===== src/adcrs_regs.svh =====
/*
 Register offsets, field positions, reset values and timing counts of the
 converter control block. Assumes inclusion by bare name from the package
 and the design file.
*/
`ifndef ADCRS_REGS_SVH
`define ADCRS_REGS_SVH

// Printed offsets are not all multiples of four: byte address = 4 * index
`define ADCRS_IDX_FLAGS      8'h10
`define ADCRS_IDX_ENABLES    8'h11
`define ADCRS_IDX_CONTROL    8'h14
`define ADCRS_IDX_CONFIG     8'h15
`define ADCRS_IDX_RES_LOW    8'h16
`define ADCRS_IDX_RES_HIGH   8'h17
`define ADCRS_IDX_SYSCTL     8'h20
`define ADCRS_IDX_IRQ_STAT   8'h21
`define ADCRS_IDX_IRQ_MASK   8'h22

`define ADCRS_RST_FLAGS      8'h02
`define ADCRS_RST_ENABLES    8'h00
`define ADCRS_RST_CONTROL    8'h00
`define ADCRS_RST_CONFIG     8'h00

// Field positions
`define ADCRS_BIT_IRQ_FLAG   5
`define ADCRS_BIT_START      2
`define ADCRS_BIT_ON         0
`define ADCRS_BIT_FORMAT     5
`define ADCRS_MASK_FLAGS     8'hEF
`define ADCRS_MASK_CONTROL   8'hF5
`define ADCRS_MASK_CONFIG    8'hEF

// Timing: conversion length and restart wait in conversion clock periods
`define ADCRS_CONV_PERIODS   12
`define ADCRS_ABORT_PERIODS  2
// Instruction cycle of the host core in system clocks (delay before RC start)
`define ADCRS_INSTR_CLKS     4
// Divisors for the oscillator-derived conversion clock
`define ADCRS_DIV_8          8
`define ADCRS_DIV_32         32
`define ADCRS_DIV_64         64
// Typical RC conversion period in ns and its count of system clocks (25 ns)
`define ADCRS_RC_PERIOD_NS   4000
`define ADCRS_CLK_PERIOD_NS  25
`define ADCRS_RC_CLKS        (`ADCRS_RC_PERIOD_NS / `ADCRS_CLK_PERIOD_NS)

`endif

===== src/adcrs_pkg.sv =====
/*
 Types of the converter control block. Assumes adcrs_regs.svh alongside.
*/
`include "adcrs_regs.svh"
package adcrs_pkg;
   typedef enum logic [2:0] {
      ADCRS_IDLE  = 3'b000,
      ADCRS_DELAY = 3'b001,
      ADCRS_CONV  = 3'b010,
      ADCRS_WAIT  = 3'b011,
      ADCRS_OFF   = 3'b100
   } adcrs_state_t;

   typedef enum logic [1:0] {
      ADCRS_CLK_DIV8  = 2'b00,
      ADCRS_CLK_DIV32 = 2'b01,
      ADCRS_CLK_DIV64 = 2'b10,
      ADCRS_CLK_RC    = 2'b11
   } adcrs_clksel_t;

   typedef struct packed {
      logic       valid;
      logic [9:0] code;
   } adcrs_sample_t;
endpackage : adcrs_pkg


===== src/adcrs_core.sv =====
/*
 Converter control block: AXI4-Lite register slave, conversion sequencer,
 result placement, sleep and reset handling, interrupt status and mask.
 Assumes a synchronous analog comparator path that delivers a 10-bit code
 on sample_i while the sequencer asks with sample_req_o, and a power-on
 reset input separate from the general device reset.
*/
// Design decision made here: the AXI4-Lite slave port.
`timescale 1ns/1ps
`default_nettype none
`include "adcrs_regs.svh"
module adcrs_core #(
   parameter int INSTR_CLKS = `ADCRS_INSTR_CLKS,
   parameter int RC_CLKS    = `ADCRS_RC_CLKS
) (
   input  wire logic        sys_clk_i,
   input  wire logic        reset_n_i,
   input  wire logic        por_n_i,
   input  wire logic        sleep_i,
   input  wire logic [11:0] s_axi_awaddr_i,
   input  wire logic        s_axi_awvalid_i,
   output logic             s_axi_awready_o,
   input  wire logic [31:0] s_axi_wdata_i,
   input  wire logic [3:0]  s_axi_wstrb_i,
   input  wire logic        s_axi_wvalid_i,
   output logic             s_axi_wready_o,
   output logic [1:0]       s_axi_bresp_o,
   output logic             s_axi_bvalid_o,
   input  wire logic        s_axi_bready_i,
   input  wire logic [11:0] s_axi_araddr_i,
   input  wire logic        s_axi_arvalid_i,
   output logic             s_axi_arready_o,
   output logic [31:0]      s_axi_rdata_o,
   output logic [1:0]       s_axi_rresp_o,
   output logic             s_axi_rvalid_o,
   input  wire logic        s_axi_rready_i,
   input  wire logic [9:0]  sample_i,
   output logic             sample_req_o,
   output logic             analog_power_o,
   output logic             wake_o,
   output logic             irq_o
);
   // Counters are eight bits wide; refuse counts they cannot hold
   if (INSTR_CLKS < 1 || INSTR_CLKS > 255 || RC_CLKS < 2 || RC_CLKS > 255) begin
      $error("adcrs_core: timing parameter out of range");
   end

   adcrs_pkg::adcrs_state_t state_reg;
   logic [7:0]  flags_reg;
   logic [7:0]  enables_reg;
   logic [7:0]  control_reg;
   logic [7:0]  config_reg;
   logic [7:0]  res_low_reg;
   logic [7:0]  res_high_reg;
   logic [1:0]  irq_stat_reg;
   logic [1:0]  irq_mask_reg;
   logic [7:0]  div_reg;
   logic [7:0]  phase_reg;
   logic [3:0]  period_reg;
   logic        powered_reg;
   logic        sleep_d_reg;
   logic        aw_hold_reg;
   logic        w_hold_reg;
   logic [9:0]  aw_idx_reg;
   logic [31:0] w_data_reg;
   logic        w_lane_reg;

   adcrs_pkg::adcrs_sample_t done_s;
   adcrs_pkg::adcrs_clksel_t clk_sel;
   logic        tick;
   logic        wr_fire;
   logic        rd_fire;
   logic [9:0]  rd_idx;
   logic        conv_on;
   logic        start_bit;
   logic        sw_start_clr;
   logic        sleep_rise;
   logic        abort_sleep;
   logic        done_sleep_quiet;
   logic [15:0] placed;
   logic [7:0]  wbyte;

   function automatic logic [15:0] place_result(input logic fmt, input logic [9:0] c);
      place_result = fmt ? {6'h00, c} : {c, 6'h00};
   endfunction : place_result

   function automatic logic [7:0] div_of(input adcrs_pkg::adcrs_clksel_t s, input int rc);
      case (s)
         adcrs_pkg::ADCRS_CLK_DIV8:  div_of = 8'(`ADCRS_DIV_8);
         adcrs_pkg::ADCRS_CLK_DIV32: div_of = 8'(`ADCRS_DIV_32);
         adcrs_pkg::ADCRS_CLK_DIV64: div_of = 8'(`ADCRS_DIV_64);
         default:                    div_of = 8'(rc);
      endcase
   endfunction : div_of

   assign clk_sel    = adcrs_pkg::adcrs_clksel_t'(config_reg[7:6]);
   assign conv_on    = control_reg[`ADCRS_BIT_ON];
   assign start_bit  = control_reg[`ADCRS_BIT_START];
   assign sleep_rise = sleep_i && !sleep_d_reg;
   assign wr_fire    = aw_hold_reg && w_hold_reg && !s_axi_bvalid_o;
   assign rd_fire    = s_axi_arvalid_i && s_axi_arready_o;
   assign rd_idx     = s_axi_araddr_i[11:2];
   assign wbyte      = w_data_reg[7:0];
   // Only the low lane carries a register; a write without it changes nothing
   assign sw_start_clr = wr_fire && w_lane_reg && aw_idx_reg == 10'(`ADCRS_IDX_CONTROL)
                         && !wbyte[`ADCRS_BIT_START];
   // Oscillator-derived periods tick on phase 0 of the divider, which is where
   // the host phase clocks are quiet; RC periods have no such alignment
   assign tick = (div_reg == 8'h00);
   assign abort_sleep = sleep_rise && clk_sel != adcrs_pkg::ADCRS_CLK_RC
                        && state_reg != adcrs_pkg::ADCRS_IDLE;
   // A converter switched off in the last period must not load a result
   assign done_s.valid = state_reg == adcrs_pkg::ADCRS_CONV && tick && conv_on
                         && period_reg == 4'(`ADCRS_CONV_PERIODS - 1);
   assign done_s.code  = sample_i;   // Code steps of span/1024 come from the analog side
   assign done_sleep_quiet = done_s.valid && sleep_i && !enables_reg[`ADCRS_BIT_IRQ_FLAG];
   assign placed = place_result(config_reg[`ADCRS_BIT_FORMAT], done_s.code);

   always_ff @(posedge sys_clk_i or negedge reset_n_i) begin
      if (!reset_n_i) begin
         sleep_d_reg <= 1'b0;
      end else begin
         sleep_d_reg <= sleep_i;
      end
   end

   // Conversion clock divider; reloads on every period
   always_ff @(posedge sys_clk_i or negedge reset_n_i) begin
      if (!reset_n_i) begin
         div_reg <= 8'h00;
      end else if (state_reg == adcrs_pkg::ADCRS_IDLE || tick) begin
         div_reg <= div_of(clk_sel, RC_CLKS) - 8'h01;
      end else begin
         div_reg <= div_reg - 8'h01;
      end
   end

   always_ff @(posedge sys_clk_i or negedge reset_n_i) begin
      if (!reset_n_i) begin
         state_reg  <= adcrs_pkg::ADCRS_IDLE;
         phase_reg  <= 8'h00;
         period_reg <= 4'h0;
      end else if (!conv_on || abort_sleep || done_sleep_quiet) begin
         state_reg  <= adcrs_pkg::ADCRS_IDLE;
         period_reg <= 4'h0;
      end else begin
         case (state_reg)
            adcrs_pkg::ADCRS_IDLE: begin
               if (start_bit && powered_reg) begin
                  phase_reg <= 8'(INSTR_CLKS - 1);
                  state_reg <= (clk_sel == adcrs_pkg::ADCRS_CLK_RC) ?
                               adcrs_pkg::ADCRS_DELAY : adcrs_pkg::ADCRS_CONV;
               end
            end
            adcrs_pkg::ADCRS_DELAY: begin
               if (phase_reg == 8'h00) begin
                  state_reg <= adcrs_pkg::ADCRS_CONV;
               end else begin
                  phase_reg <= phase_reg - 8'h01;
               end
            end
            adcrs_pkg::ADCRS_CONV: begin
               if (sw_start_clr || done_s.valid) begin
                  state_reg  <= adcrs_pkg::ADCRS_WAIT;
                  period_reg <= 4'h0;
               end else if (tick) begin
                  period_reg <= period_reg + 4'h1;
               end
            end
            adcrs_pkg::ADCRS_WAIT: begin
               if (tick) begin
                  if (period_reg == 4'(`ADCRS_ABORT_PERIODS - 1)) begin
                     state_reg <= adcrs_pkg::ADCRS_IDLE;   // acquisition restarts
                  end else begin
                     period_reg <= period_reg + 4'h1;
                  end
               end
            end
            default: state_reg <= adcrs_pkg::ADCRS_IDLE;
         endcase
      end
   end

   // Analog power: off at reset, off after a sleep abort or quiet completion,
   // back on when software writes the control register with the on bit set
   always_ff @(posedge sys_clk_i or negedge reset_n_i) begin
      if (!reset_n_i) begin
         powered_reg <= 1'b0;
      end else if (abort_sleep || done_sleep_quiet) begin
         powered_reg <= 1'b0;
      end else if (wr_fire && w_lane_reg && aw_idx_reg == 10'(`ADCRS_IDX_CONTROL)) begin
         powered_reg <= wbyte[`ADCRS_BIT_ON];
      end
   end

   always_ff @(posedge sys_clk_i or negedge reset_n_i) begin
      if (!reset_n_i) begin
         analog_power_o <= 1'b0;
         sample_req_o   <= 1'b0;
         wake_o         <= 1'b0;
      end else begin
         analog_power_o <= powered_reg && conv_on;
         sample_req_o   <= state_reg == adcrs_pkg::ADCRS_CONV;
         wake_o         <= done_s.valid && sleep_i
                           && enables_reg[`ADCRS_BIT_IRQ_FLAG];
      end
   end

   // Control, config, flag and enable registers; hardware set wins over write
   always_ff @(posedge sys_clk_i or negedge reset_n_i) begin
      if (!reset_n_i) begin
         flags_reg   <= `ADCRS_RST_FLAGS;
         enables_reg <= `ADCRS_RST_ENABLES;
         control_reg <= `ADCRS_RST_CONTROL;
         config_reg  <= `ADCRS_RST_CONFIG;
      end else begin
         if (wr_fire && w_lane_reg) begin
            if (aw_idx_reg == 10'(`ADCRS_IDX_FLAGS)) begin
               flags_reg <= wbyte & `ADCRS_MASK_FLAGS;
            end else if (aw_idx_reg == 10'(`ADCRS_IDX_ENABLES)) begin
               enables_reg <= wbyte & `ADCRS_MASK_FLAGS;
            end else if (aw_idx_reg == 10'(`ADCRS_IDX_CONTROL)) begin
               control_reg <= wbyte & `ADCRS_MASK_CONTROL;
            end else if (aw_idx_reg == 10'(`ADCRS_IDX_CONFIG)) begin
               config_reg <= wbyte & `ADCRS_MASK_CONFIG;
            end
         end
         if (done_s.valid) begin
            flags_reg[`ADCRS_BIT_IRQ_FLAG]     <= 1'b1;
            control_reg[`ADCRS_BIT_START]      <= 1'b0;
         end
         if (abort_sleep) begin
            control_reg[`ADCRS_BIT_START] <= 1'b0;
         end
      end
   end

   // Result pair: no reset term, so power-on leaves it unknown and other
   // resets keep it; por_n_i only tells the sequencer nothing here
   always_ff @(posedge sys_clk_i) begin
      if (done_s.valid) begin
         {res_high_reg, res_low_reg} <= placed;
      end else if (wr_fire && w_lane_reg && !conv_on) begin
         if (aw_idx_reg == 10'(`ADCRS_IDX_RES_LOW)) begin
            res_low_reg <= wbyte;
         end else if (aw_idx_reg == 10'(`ADCRS_IDX_RES_HIGH)) begin
            res_high_reg <= wbyte;
         end
      end
   end

   // Interrupt status: bit0 completion, bit1 sleep abort; read clears, set wins
   always_ff @(posedge sys_clk_i or negedge reset_n_i) begin
      if (!reset_n_i) begin
         irq_stat_reg <= 2'b00;
         irq_mask_reg <= 2'b00;
         irq_o        <= 1'b0;
      end else begin
         irq_stat_reg <= ((rd_fire && rd_idx == 10'(`ADCRS_IDX_IRQ_STAT)) ? 2'b00 : irq_stat_reg)
                         | {abort_sleep, done_s.valid};
         if (wr_fire && w_lane_reg && aw_idx_reg == 10'(`ADCRS_IDX_IRQ_MASK)) begin
            irq_mask_reg <= wbyte[1:0];
         end
         irq_o <= |(irq_stat_reg & irq_mask_reg);
      end
   end

   // AXI4-Lite write side: address and data latched in either order
   always_ff @(posedge sys_clk_i or negedge reset_n_i) begin
      if (!reset_n_i) begin
         aw_hold_reg     <= 1'b0;
         w_hold_reg      <= 1'b0;
         aw_idx_reg      <= 10'h000;
         w_data_reg      <= 32'h0000_0000;
         w_lane_reg      <= 1'b0;
         s_axi_awready_o <= 1'b0;
         s_axi_wready_o  <= 1'b0;
         s_axi_bvalid_o  <= 1'b0;
         s_axi_bresp_o   <= 2'b00;
      end else begin
         s_axi_awready_o <= !aw_hold_reg && !s_axi_awready_o && s_axi_awvalid_i;
         s_axi_wready_o  <= !w_hold_reg && !s_axi_wready_o && s_axi_wvalid_i;
         if (s_axi_awvalid_i && s_axi_awready_o) begin
            aw_hold_reg <= 1'b1;
            aw_idx_reg  <= s_axi_awaddr_i[11:2];
         end
         if (s_axi_wvalid_i && s_axi_wready_o) begin
            w_hold_reg <= 1'b1;
            w_data_reg <= s_axi_wdata_i;
            w_lane_reg <= s_axi_wstrb_i[0];
         end
         if (wr_fire) begin
            aw_hold_reg    <= 1'b0;
            w_hold_reg     <= 1'b0;
            s_axi_bvalid_o <= 1'b1;
            s_axi_bresp_o  <= 2'b00;
         end else if (s_axi_bvalid_o && s_axi_bready_i) begin
            s_axi_bvalid_o <= 1'b0;
         end
      end
   end

   // AXI4-Lite read side; unmapped words read zero with OKAY
   always_ff @(posedge sys_clk_i or negedge reset_n_i) begin
      if (!reset_n_i) begin
         s_axi_arready_o <= 1'b0;
         s_axi_rvalid_o  <= 1'b0;
         s_axi_rdata_o   <= 32'h0000_0000;
         s_axi_rresp_o   <= 2'b00;
      end else begin
         s_axi_arready_o <= !s_axi_arready_o && !s_axi_rvalid_o && s_axi_arvalid_i;
         if (rd_fire) begin
            s_axi_rvalid_o <= 1'b1;
            s_axi_rresp_o  <= 2'b00;
            if (rd_idx == 10'(`ADCRS_IDX_FLAGS)) begin
               s_axi_rdata_o <= {24'h000000, flags_reg};
            end else if (rd_idx == 10'(`ADCRS_IDX_ENABLES)) begin
               s_axi_rdata_o <= {24'h000000, enables_reg};
            end else if (rd_idx == 10'(`ADCRS_IDX_CONTROL)) begin
               s_axi_rdata_o <= {24'h000000, control_reg};   // on stays set
            end else if (rd_idx == 10'(`ADCRS_IDX_CONFIG)) begin
               s_axi_rdata_o <= {24'h000000, config_reg};
            end else if (rd_idx == 10'(`ADCRS_IDX_RES_LOW)) begin
               s_axi_rdata_o <= {24'h000000, res_low_reg};
            end else if (rd_idx == 10'(`ADCRS_IDX_RES_HIGH)) begin
               s_axi_rdata_o <= {24'h000000, res_high_reg};
            end else if (rd_idx == 10'(`ADCRS_IDX_SYSCTL)) begin
               s_axi_rdata_o <= {24'h000000, 1'b0, state_reg, 2'b00, powered_reg, por_n_i};
            end else if (rd_idx == 10'(`ADCRS_IDX_IRQ_STAT)) begin
               s_axi_rdata_o <= {30'h00000000, irq_stat_reg};
            end else if (rd_idx == 10'(`ADCRS_IDX_IRQ_MASK)) begin
               s_axi_rdata_o <= {30'h00000000, irq_mask_reg};
            end else begin
               s_axi_rdata_o <= 32'h0000_0000;
            end
         end else if (s_axi_rvalid_o && s_axi_rready_i) begin
            s_axi_rvalid_o <= 1'b0;
         end
      end
   end

   done_clears_a: assert property (@(posedge sys_clk_i) disable iff (!reset_n_i)
      done_s.valid |=> !control_reg[`ADCRS_BIT_START] && flags_reg[`ADCRS_BIT_IRQ_FLAG])
      else $error("completion did not clear start and set flag");
   result_place_a: assert property (@(posedge sys_clk_i) disable iff (!reset_n_i)
      done_s.valid |=> {res_high_reg, res_low_reg} ==
         place_result($past(config_reg[`ADCRS_BIT_FORMAT]), $past(sample_i)))
      else $error("result misplaced");
   rc_delay_a: assert property (@(posedge sys_clk_i) disable iff (!reset_n_i)
      state_reg == adcrs_pkg::ADCRS_IDLE && start_bit && powered_reg && conv_on
      && clk_sel == adcrs_pkg::ADCRS_CLK_RC && !sleep_rise
      |=> state_reg == adcrs_pkg::ADCRS_DELAY)
      else $error("RC start not delayed");
   sleep_abort_a: assert property (@(posedge sys_clk_i) disable iff (!reset_n_i)
      abort_sleep && conv_on |=> state_reg == adcrs_pkg::ADCRS_IDLE && !powered_reg
      && control_reg[`ADCRS_BIT_ON] ##1 !analog_power_o)
      else $error("sleep abort wrong");
   quiet_off_a: assert property (@(posedge sys_clk_i) disable iff (!reset_n_i)
      done_sleep_quiet |=> !powered_reg && control_reg[`ADCRS_BIT_ON] && !wake_o)
      else $error("quiet completion did not power down");
   wake_pulse_a: assert property (@(posedge sys_clk_i) disable iff (!reset_n_i)
      done_s.valid && sleep_i && enables_reg[`ADCRS_BIT_IRQ_FLAG] |=> wake_o)
      else $error("no wake on completion");
   abort_wait_a: assert property (@(posedge sys_clk_i) disable iff (!reset_n_i)
      state_reg == adcrs_pkg::ADCRS_CONV && sw_start_clr && conv_on && !abort_sleep
      && !done_s.valid |=> state_reg == adcrs_pkg::ADCRS_WAIT && $stable(res_low_reg))
      else $error("abort did not wait");
   res_store_a: assert property (@(posedge sys_clk_i) disable iff (!reset_n_i)
      wr_fire && w_lane_reg && !conv_on && aw_idx_reg == 10'(`ADCRS_IDX_RES_LOW)
      |=> res_low_reg == $past(wbyte))
      else $error("result low not writable");
   irq_level_a: assert property (@(posedge sys_clk_i) disable iff (!reset_n_i)
      done_s.valid && irq_mask_reg[0] |-> ##[1:2] irq_o)
      else $error("interrupt not raised");

   conv_done_c:  cover property (@(posedge sys_clk_i) disable iff (!reset_n_i) done_s.valid);
   sleep_wake_c: cover property (@(posedge sys_clk_i) disable iff (!reset_n_i) wake_o);
   sleep_abt_c:  cover property (@(posedge sys_clk_i) disable iff (!reset_n_i) abort_sleep);
   sw_abort_c:   cover property (@(posedge sys_clk_i) disable iff (!reset_n_i)
      state_reg == adcrs_pkg::ADCRS_CONV && sw_start_clr);
endmodule : adcrs_core
`default_nettype wire


===== config.mk =====
export PLATFORM = sky130hd
export DESIGN_NAME = adcrs_core
export DESIGN_NICKNAME = d
export VERILOG_FILES = /design/src/adcrs_pkg.sv /design/src/adcrs_core.sv
export VERILOG_INCLUDE_DIRS = /design/src
export SDC_FILE = /design/constraint.sdc
export NUM_CORES = 1
export LEC_CHECK = 0
export ABC_AREA = 1
export BUFFER_PORTS_ARGS = -buffer_cell sky130_fd_sc_hd__buf_4
export CAP_MARGIN = 20
export CORE_MARGIN = 1.5
export CORE_UTILIZATION = 25
export DETAILED_ROUTE_END_ITERATION = 6
export GPL_ROUTABILITY_DRIVEN = 0
export MAX_ROUTING_LAYER = met4
export SLEW_MARGIN = 20
export SYNTH_ARGS = -nofsm -noshare
export SYNTH_HDL_FRONTEND = slang
export SYNTH_SLANG_ARGS = --single-unit
export TNS_END_PERCENT = 1

===== constraint.sdc =====
create_clock -name sys_clk_i -period 1.8 [get_ports sys_clk_i]
set_input_delay 0.27 -clock sys_clk_i [delete_from_list [all_inputs] [get_ports sys_clk_i]]
set_output_delay 0.27 -clock sys_clk_i [all_outputs]
set_load 0.005 [all_outputs]

==> results.sh, run 1 <==
export IMPL_status="complete, no violations"
export IMPL_hpwl_um=11100
export IMPL_cts_path_max_buffers=2
export IMPL_grt_overflow_total=0
export IMPL_skew_ps=13.6
export IMPL_layout_drive_gt1_share=0.206
export IMPL_seq_area_frac_synth=0.481
export IMPL_netlist_area_mm2=0.00583
export IMPL_synthFlopType="dfrtp_1"
export IMPL_rows=55
export IMPL_crit_top_cell="nand2_1"
export IMPL_crit_slowest_cell="dfrtp_1"
export IMPL_ant_nets=0
export IMPL_maxSlewViolCount=0
export IMPL_antenna_found_initial=1
export IMPL_min_from="sleep_i"
export IMPL_p_leak_nw=3.42
export IMPL_cp_start_kind="register"
export IMPL_power_switching_w=0.00199
export IMPL_num_nets_final=892
export IMPL_wl_um=14400
export IMPL_post_cts_buffers=0
export IMPL_p_int_w=0.00445
export IMPL_path_cells="inv_2 > ha_2 > nand3_1 > nor2_2 > nand2_1 > buf_4 > nand2_1 > o21ai_0"
export IMPL_p_seq_frac=0.488
export IMPL_clkTransAtPathRegs_ps=70
export IMPL_cp_end_kind="register"
export IMPL_most_common_layout_cells="nand2_1, buf_4, dfrtp_1"
export IMPL_htreeDepth=3
export IMPL_syn_inst=704
export IMPL_wl_per_cell_um=12.8
export IMPL_clkPwrFrac=0.304
export IMPL_core_region_area_mm2=0.0228
export IMPL_worst_r2r_cell_count=8
export IMPL_fmax_mhz=576
export IMPL_placedCellCount=1105
export IMPL_io_buffers=64
export IMPL_area_growth_pct=23.6
export IMPL_grt_max_degree=32
export IMPL_dieHeight_um=156
export IMPL_die_w_um=156
export IMPL_r2r_start="state_reg[0]"
export IMPL_synth_enable_flop_cells=16
export IMPL_crit_arrival_ps=1830
export IMPL_yosysWarnings=0
export IMPL_fin_cells=1123
export IMPL_grt_pass1_vias=4583
export IMPL_clock_latency_ps=370
export IMPL_synth_cell_types=46
export IMPL_grt_pass1_wl_um=23800
export IMPL_min_path_type="input port to register"
export IMPL_rrSetupSlack_ps=60
export IMPL_maxCapViolCount=0
export IMPL_drt_iter0_markers=345
export IMPL_hold_ws_ps=63.6
export IMPL_power_density_mw_per_mm2=893
export IMPL_initial_utilization=0.256
export IMPL_hold_path_end="sleep_d_reg"
export IMPL_critical_path_class="register to register"
export IMPL_comb_power_share=0.208
export IMPL_rsz0062_at_grt="true"
export IMPL_tritoncts="done"
export IMPL_power_w=0.00644
export IMPL_peakVddDrop_v=0.000691
export IMPL_period_share=0.964
export IMPL_root_buffer="clkbuf_16"
export IMPL_syn_avg_cell_area_um2=8.29
export IMPL_r2r_end="res_low_reg[4]"
export IMPL_cp_max_fo=13
export IMPL_nFillCells=2439
export IMPL_cts_sinks=109
export IMPL_dieArea_mm2=0.0243
export IMPL_firstDrtPassIters=6
export IMPL_grt_usage=0.129
export IMPL_io_pins=124
export IMPL_final_common_cell="nand2_1"
export IMPL_switching_share=0.309
export IMPL_fin_crit_ps=1740
export IMPL_synth_seq_cells=109
export IMPL_largest_register_ffs=10
export IMPL_drc=0
export IMPL_crit_required_ps=1900
export IMPL_slowest_delay_ps=390
export IMPL_cts_buffers=9
export IMPL_setup_violations=0
export IMPL_synth_async_reset_ratio=0.853
export IMPL_vias=4779
export IMPL_vias_per_cell=4.26
export IMPL_hold_violations=0
export IMPL_hold_depth=1
==> metrics by stage <==
| stage | setup WS (ps) | util | area, um^2 | TNS (ps) |
|---|---|---|---|---|
| after floorplan | -52.8 | - | 5940 | -844 |
| after global placement | 12.1 | 0.301 | 6860 | 0 |
| after detailed placement | 6.60 | 0.301 | 6860 | 0 |
| after CTS | 9.87 | 0.314 | 7160 | 0 |
| after global routing | -74.6 | 0.317 | 7210 | -702 |
| final | 64.7 | 0.317 | 7210 | 0 |
==> layout make-up <==
type	instances	area, um^2	share of cell area
diodes	1	2.50	0.000347
clock buffers	12	258	0.0357
clock inverters	4	31.3	0.00434
inverters	84	318	0.0441
multi-input cells	497	2570	0.357
flip-flops and latches	109	2810	0.390
well taps	313	392	0.0543
repair buffers	103	826	0.115
==> Yosys cell counts, types with 4 or more instances <==
cell type / instances / area share
nand2_2: 5 / 0.0054
o21ai_1: 25 / 0.021
inv_1: 79 / 0.051
o21ai_2: 5 / 0.0075
o22ai_1: 4 / 0.0043
ha_1: 9 / 0.019
nand3_2: 5 / 0.0086
clkbuf_1: 6 / 0.0039
mux2i_1: 4 / 0.0069
xor2_1: 11 / 0.017
a21oi_1: 11 / 0.0094
nor2_1: 44 / 0.028
nand3_1: 38 / 0.033
nor2_4: 8 / 0.015
nand2_1: 182 / 0.12
buf_4: 28 / 0.036
buf_2: 5 / 0.0043
nor2_2: 9 / 0.0096
nand4_1: 14 / 0.015
dfrtp_1: 92 / 0.39
o21ai_0: 67 / 0.057
edfxtp_1: 16 / 0.082
==> power by group through the flow <==
stage	Combinational, W	Sequential [W]	Clock (W)
3_3_place_gp	0.00131	0.00318	0
6_report	0.00134	0.00314	0.00196
4_1_cts	0.00134	0.00314	0.00200
5_1_grt	0.00156	0.00319	0.00210
2_1_floorplan	0.000800	0.00314	0
3_5_place_dp	0.00133	0.00318	0
==> routing by layer <==
metal | vias to the layer above | part of all wire | track usage
li1 | 2440 | - | -
met1 | 2196 | 0.51 | 0.181
met2 | 120 | 0.42 | 0.185
met3 | 23 | 0.044 | 0.0236
met4 | 0 | 0.022 | 0.0499
met5 | - | 0 | -
==> kinds of logic (layout without fill, tap and decap cells) <==
kind of cell | Yosys count | in the layout | synth area share
other | 1 | 29 | 0.000643
AOI/OAI and AO/OA | 119 | 119 | 0.110
muxes | 4 | 4 | 0.00686
xor gates and xnor gates | 12 | 12 | 0.0180
adders and majority gates | 9 | 9 | 0.0193
and+or+nand+nor | 325 | 325 | 0.261
DFF | 109 | 109 | 0.481
buffers and inverters | 125 | 203 | 0.103
==> worst max-delay path by stage <==
stage                 startpoint  depth (start not counted)  slack [ps]         endpoint
CTS                 state_reg[1]                          8          10       div_reg[4]
detailed placement  state_reg[1]                          8           7       div_reg[4]
global route        state_reg[1]                         11         -70       div_reg[6]
global placement    state_reg[1]                          8          10       div_reg[4]
floorplan           state_reg[0]                          7         -50  res_high_reg[0]
finish              state_reg[0]                          8          60   res_low_reg[4]
==> critical path, delay by kind of cell, from the launching register on <==
family	cells	cell delay, ps
and+or+nand+nor	4	470
DFF	1	390
buffers and inverters	2	330
adders and majority gates	1	190
AOI/OAI and AO/OA	1	100
==> timing repair <==
item | in CTS | in global routing
gates resized for setup | 0 | 11
hold buffers | 1 | 0
setup endpoints to repair | 0 | 43
hold endpoints to repair | 17 | 0
(Power assumes the default switching activity.)
==> inputs of run 2 (changes only) <==
Settings changed: CAP_MARGIN 20 to unset, CORE_MARGIN 1.5 to 5, CORE_UTILIZATION 25 to 35.
==> run 2 against run 1 <==
  * Sequential power is essentially flat
  * Clock power barely moved
  * Largest power group unchanged
  * Clock-buffer cell count shrank 3
  * Largest cell class unchanged
==> results.sh, run 2 (synthesis gave the netlist of run 1 again) <==
export IMPL_cp_end_kind="register"
export IMPL_slowest_delay_ps=400
export IMPL_grt_pass1_vias=4541
export IMPL_cts_sinks=109
export IMPL_cp_max_fo=6
export IMPL_nFillCells=1704
export IMPL_fin_crit_ps=1710
export IMPL_core_region_area_mm2=0.0165
export IMPL_htreeDepth=3
export IMPL_antenna_found_initial=0
export IMPL_drt_iter0_markers=363
export IMPL_io_pins=124
export IMPL_drc=0
export IMPL_hpwl_um=11000
export IMPL_wl_um=14100
export IMPL_num_nets_final=893
export IMPL_root_buffer="clkbuf_16"
export IMPL_rsz0062_at_grt="true"
export IMPL_min_path_type="input port to register"
export IMPL_grt_pass1_wl_um=23100
export IMPL_setup_violations=0
export IMPL_maxCapViolCount=0
export IMPL_clkTransAtPathRegs_ps=80
export IMPL_final_common_cell="nand2_1"
export IMPL_grt_usage=0.152
export IMPL_crit_slowest_cell="dfrtp_1"
export IMPL_grt_overflow_total=0
export IMPL_clkPwrFrac=0.303
export IMPL_dieHeight_um=139
export IMPL_largest_register_ffs=10
export IMPL_vias_per_cell=4.67
export IMPL_io_buffers=64
export IMPL_ant_nets=0
export IMPL_peakVddDrop_v=0.000671
export IMPL_layout_drive_gt1_share=0.222
export IMPL_p_seq_frac=0.489
export IMPL_hold_violations=0
export IMPL_crit_required_ps=2060
export IMPL_cts_buffers=9
export IMPL_crit_top_cell="buf_4"
export IMPL_p_int_w=0.00439
export IMPL_rows=47
export IMPL_critical_path_class="register to register"
export IMPL_fmax_mhz=585
export IMPL_maxSlewViolCount=0
export IMPL_initial_utilization=0.354
export IMPL_firstDrtPassIters=5
export IMPL_clock_latency_ps=360
export IMPL_preCtsSetupSlack_ps=-5.84
export IMPL_comb_power_share=0.208
export IMPL_p_leak_nw=3.43
export IMPL_die_w_um=139
export IMPL_crit_arrival_ps=1970
export IMPL_skew_ps=13.6
export IMPL_dieArea_mm2=0.0194
export IMPL_area_growth_pct=22.6
export IMPL_power_density_mw_per_mm2=904
export IMPL_utilization=0.434
export IMPL_path_cells="inv_2 > ha_4 > nand3_2 > nor2_4 > buf_4 > nand4_4 > nand3_4 > inv_8 > buf_4 > nand3_1 > o21ai_2"
export IMPL_switching_share=0.320
export IMPL_cp_start_kind="register"
export IMPL_diodes=0
export IMPL_period_share=0.949
export IMPL_most_common_layout_cells="nand2_1, buf_4, dfrtp_1"
export IMPL_cts_path_max_buffers=2
export IMPL_postLayoutSetupSlackWorst_ps=91.5
export IMPL_status="complete, no violations"
export IMPL_wl_per_cell_um=13.7
export IMPL_grt_max_degree=37
export IMPL_vias=4811
export IMPL_tritoncts="done"
export IMPL_power_switching_w=0.00207
[run 2: cell types whose count changed in the layout (fill, tap and decap cells not counted), sizes merged]
cell / previous run / this run
diode: 1 / 0
clkinv: 5 / 4
clkbuf: 12 / 9
buf: 102 / 103
inv: 83 / 87
[run 2: what timing repair did]
action / CTS / global route
hold buffers: 1 / 0
endpoints found under the setup margin: 1 / 52
cloned: 0 / 0
pin swaps: 0 / 8
gates resized for setup: 2 / 27
setup buffers: 0 / 4
hold endpoints to repair: 32 / 0
[run 2: area by class of cell]
cell class	instances	area [um^2]	area share
Clock buffer	9	225	0.0315
Timing Repair Buffer	104	808	0.113
Tap cell	220	275	0.0385
Sequential cell	109	2810	0.393
Clock inverter	7	63.8	0.00892
Multi-Input combinational cell	497	2650	0.370
Inverter	84	323	0.0451
[run 2: metal layers]
metal / GRT usage / up-vias / wire (um)
met2: 0.225 / 115 / 6380
met5: - / - / 0
met3: 0.0214 / 12 / 620
met1: 0.214 / 2242 / 6900
li1: - / 2442 / -
met4: 0.0510 / 0 / 222
[run 2: worst paths after layout]
kind,from,to,slack [ps],depth (start not counted)
hold reg to reg,s_axi_awready_o,s_axi_awready_o,460,1
hold / removal,s_axi_rready_i,s_axi_rvalid_o,80,2
setup / recovery,state_reg[0],period_reg[0],90,11
setup reg to reg,state_reg[0],period_reg[0],90,11
min in group asynchronous,reset_n_i,aw_idx_reg[4],410,2
max in group asynchronous,reset_n_i,flags_reg[1],760,3
[run 2: power groups by stage]
stage / sequential (W) / clock, W / combinational (W)
6_report: 0.00316 / 0.00196 / 0.00135
5_1_grt: 0.00321 / 0.00211 / 0.00155
4_1_cts: 0.00314 / 0.00202 / 0.00131
3_5_place_dp: 0.00319 / 0 / 0.00130
3_3_place_gp: 0.00319 / 0 / 0.00127
2_1_floorplan: 0.00314 / 0 / 0.000800
[run 2: metrics by stage]
| stage | setup TNS [ps] | instances | total power [W] | cell area [um^2] | hold slack [ps] |
|---|---|---|---|---|---|
| floorplan | -844 | 731 | 0.00394 | 5940 | -25.6 |
| global placement | 0 | 1009 | 0.00446 | 6700 | 264 |
| detailed placement | -5.84 | 1009 | 0.00449 | 6700 | 265 |
| CTS | 0 | 1026 | 0.00647 | 7000 | 56.2 |
| global route | -113 | 1030 | 0.00686 | 7150 | 74.2 |
| finish | 0 | 1030 | 0.00646 | 7150 | 80.8 |
[run 2: worst max-delay path: cells and delay by family (launching register included)]
kind	cells	cell delay, ps
compound gates	1	60
fa+ha+maj	1	150
buf+inv	4	440
flops	1	400
simple gates	5	540
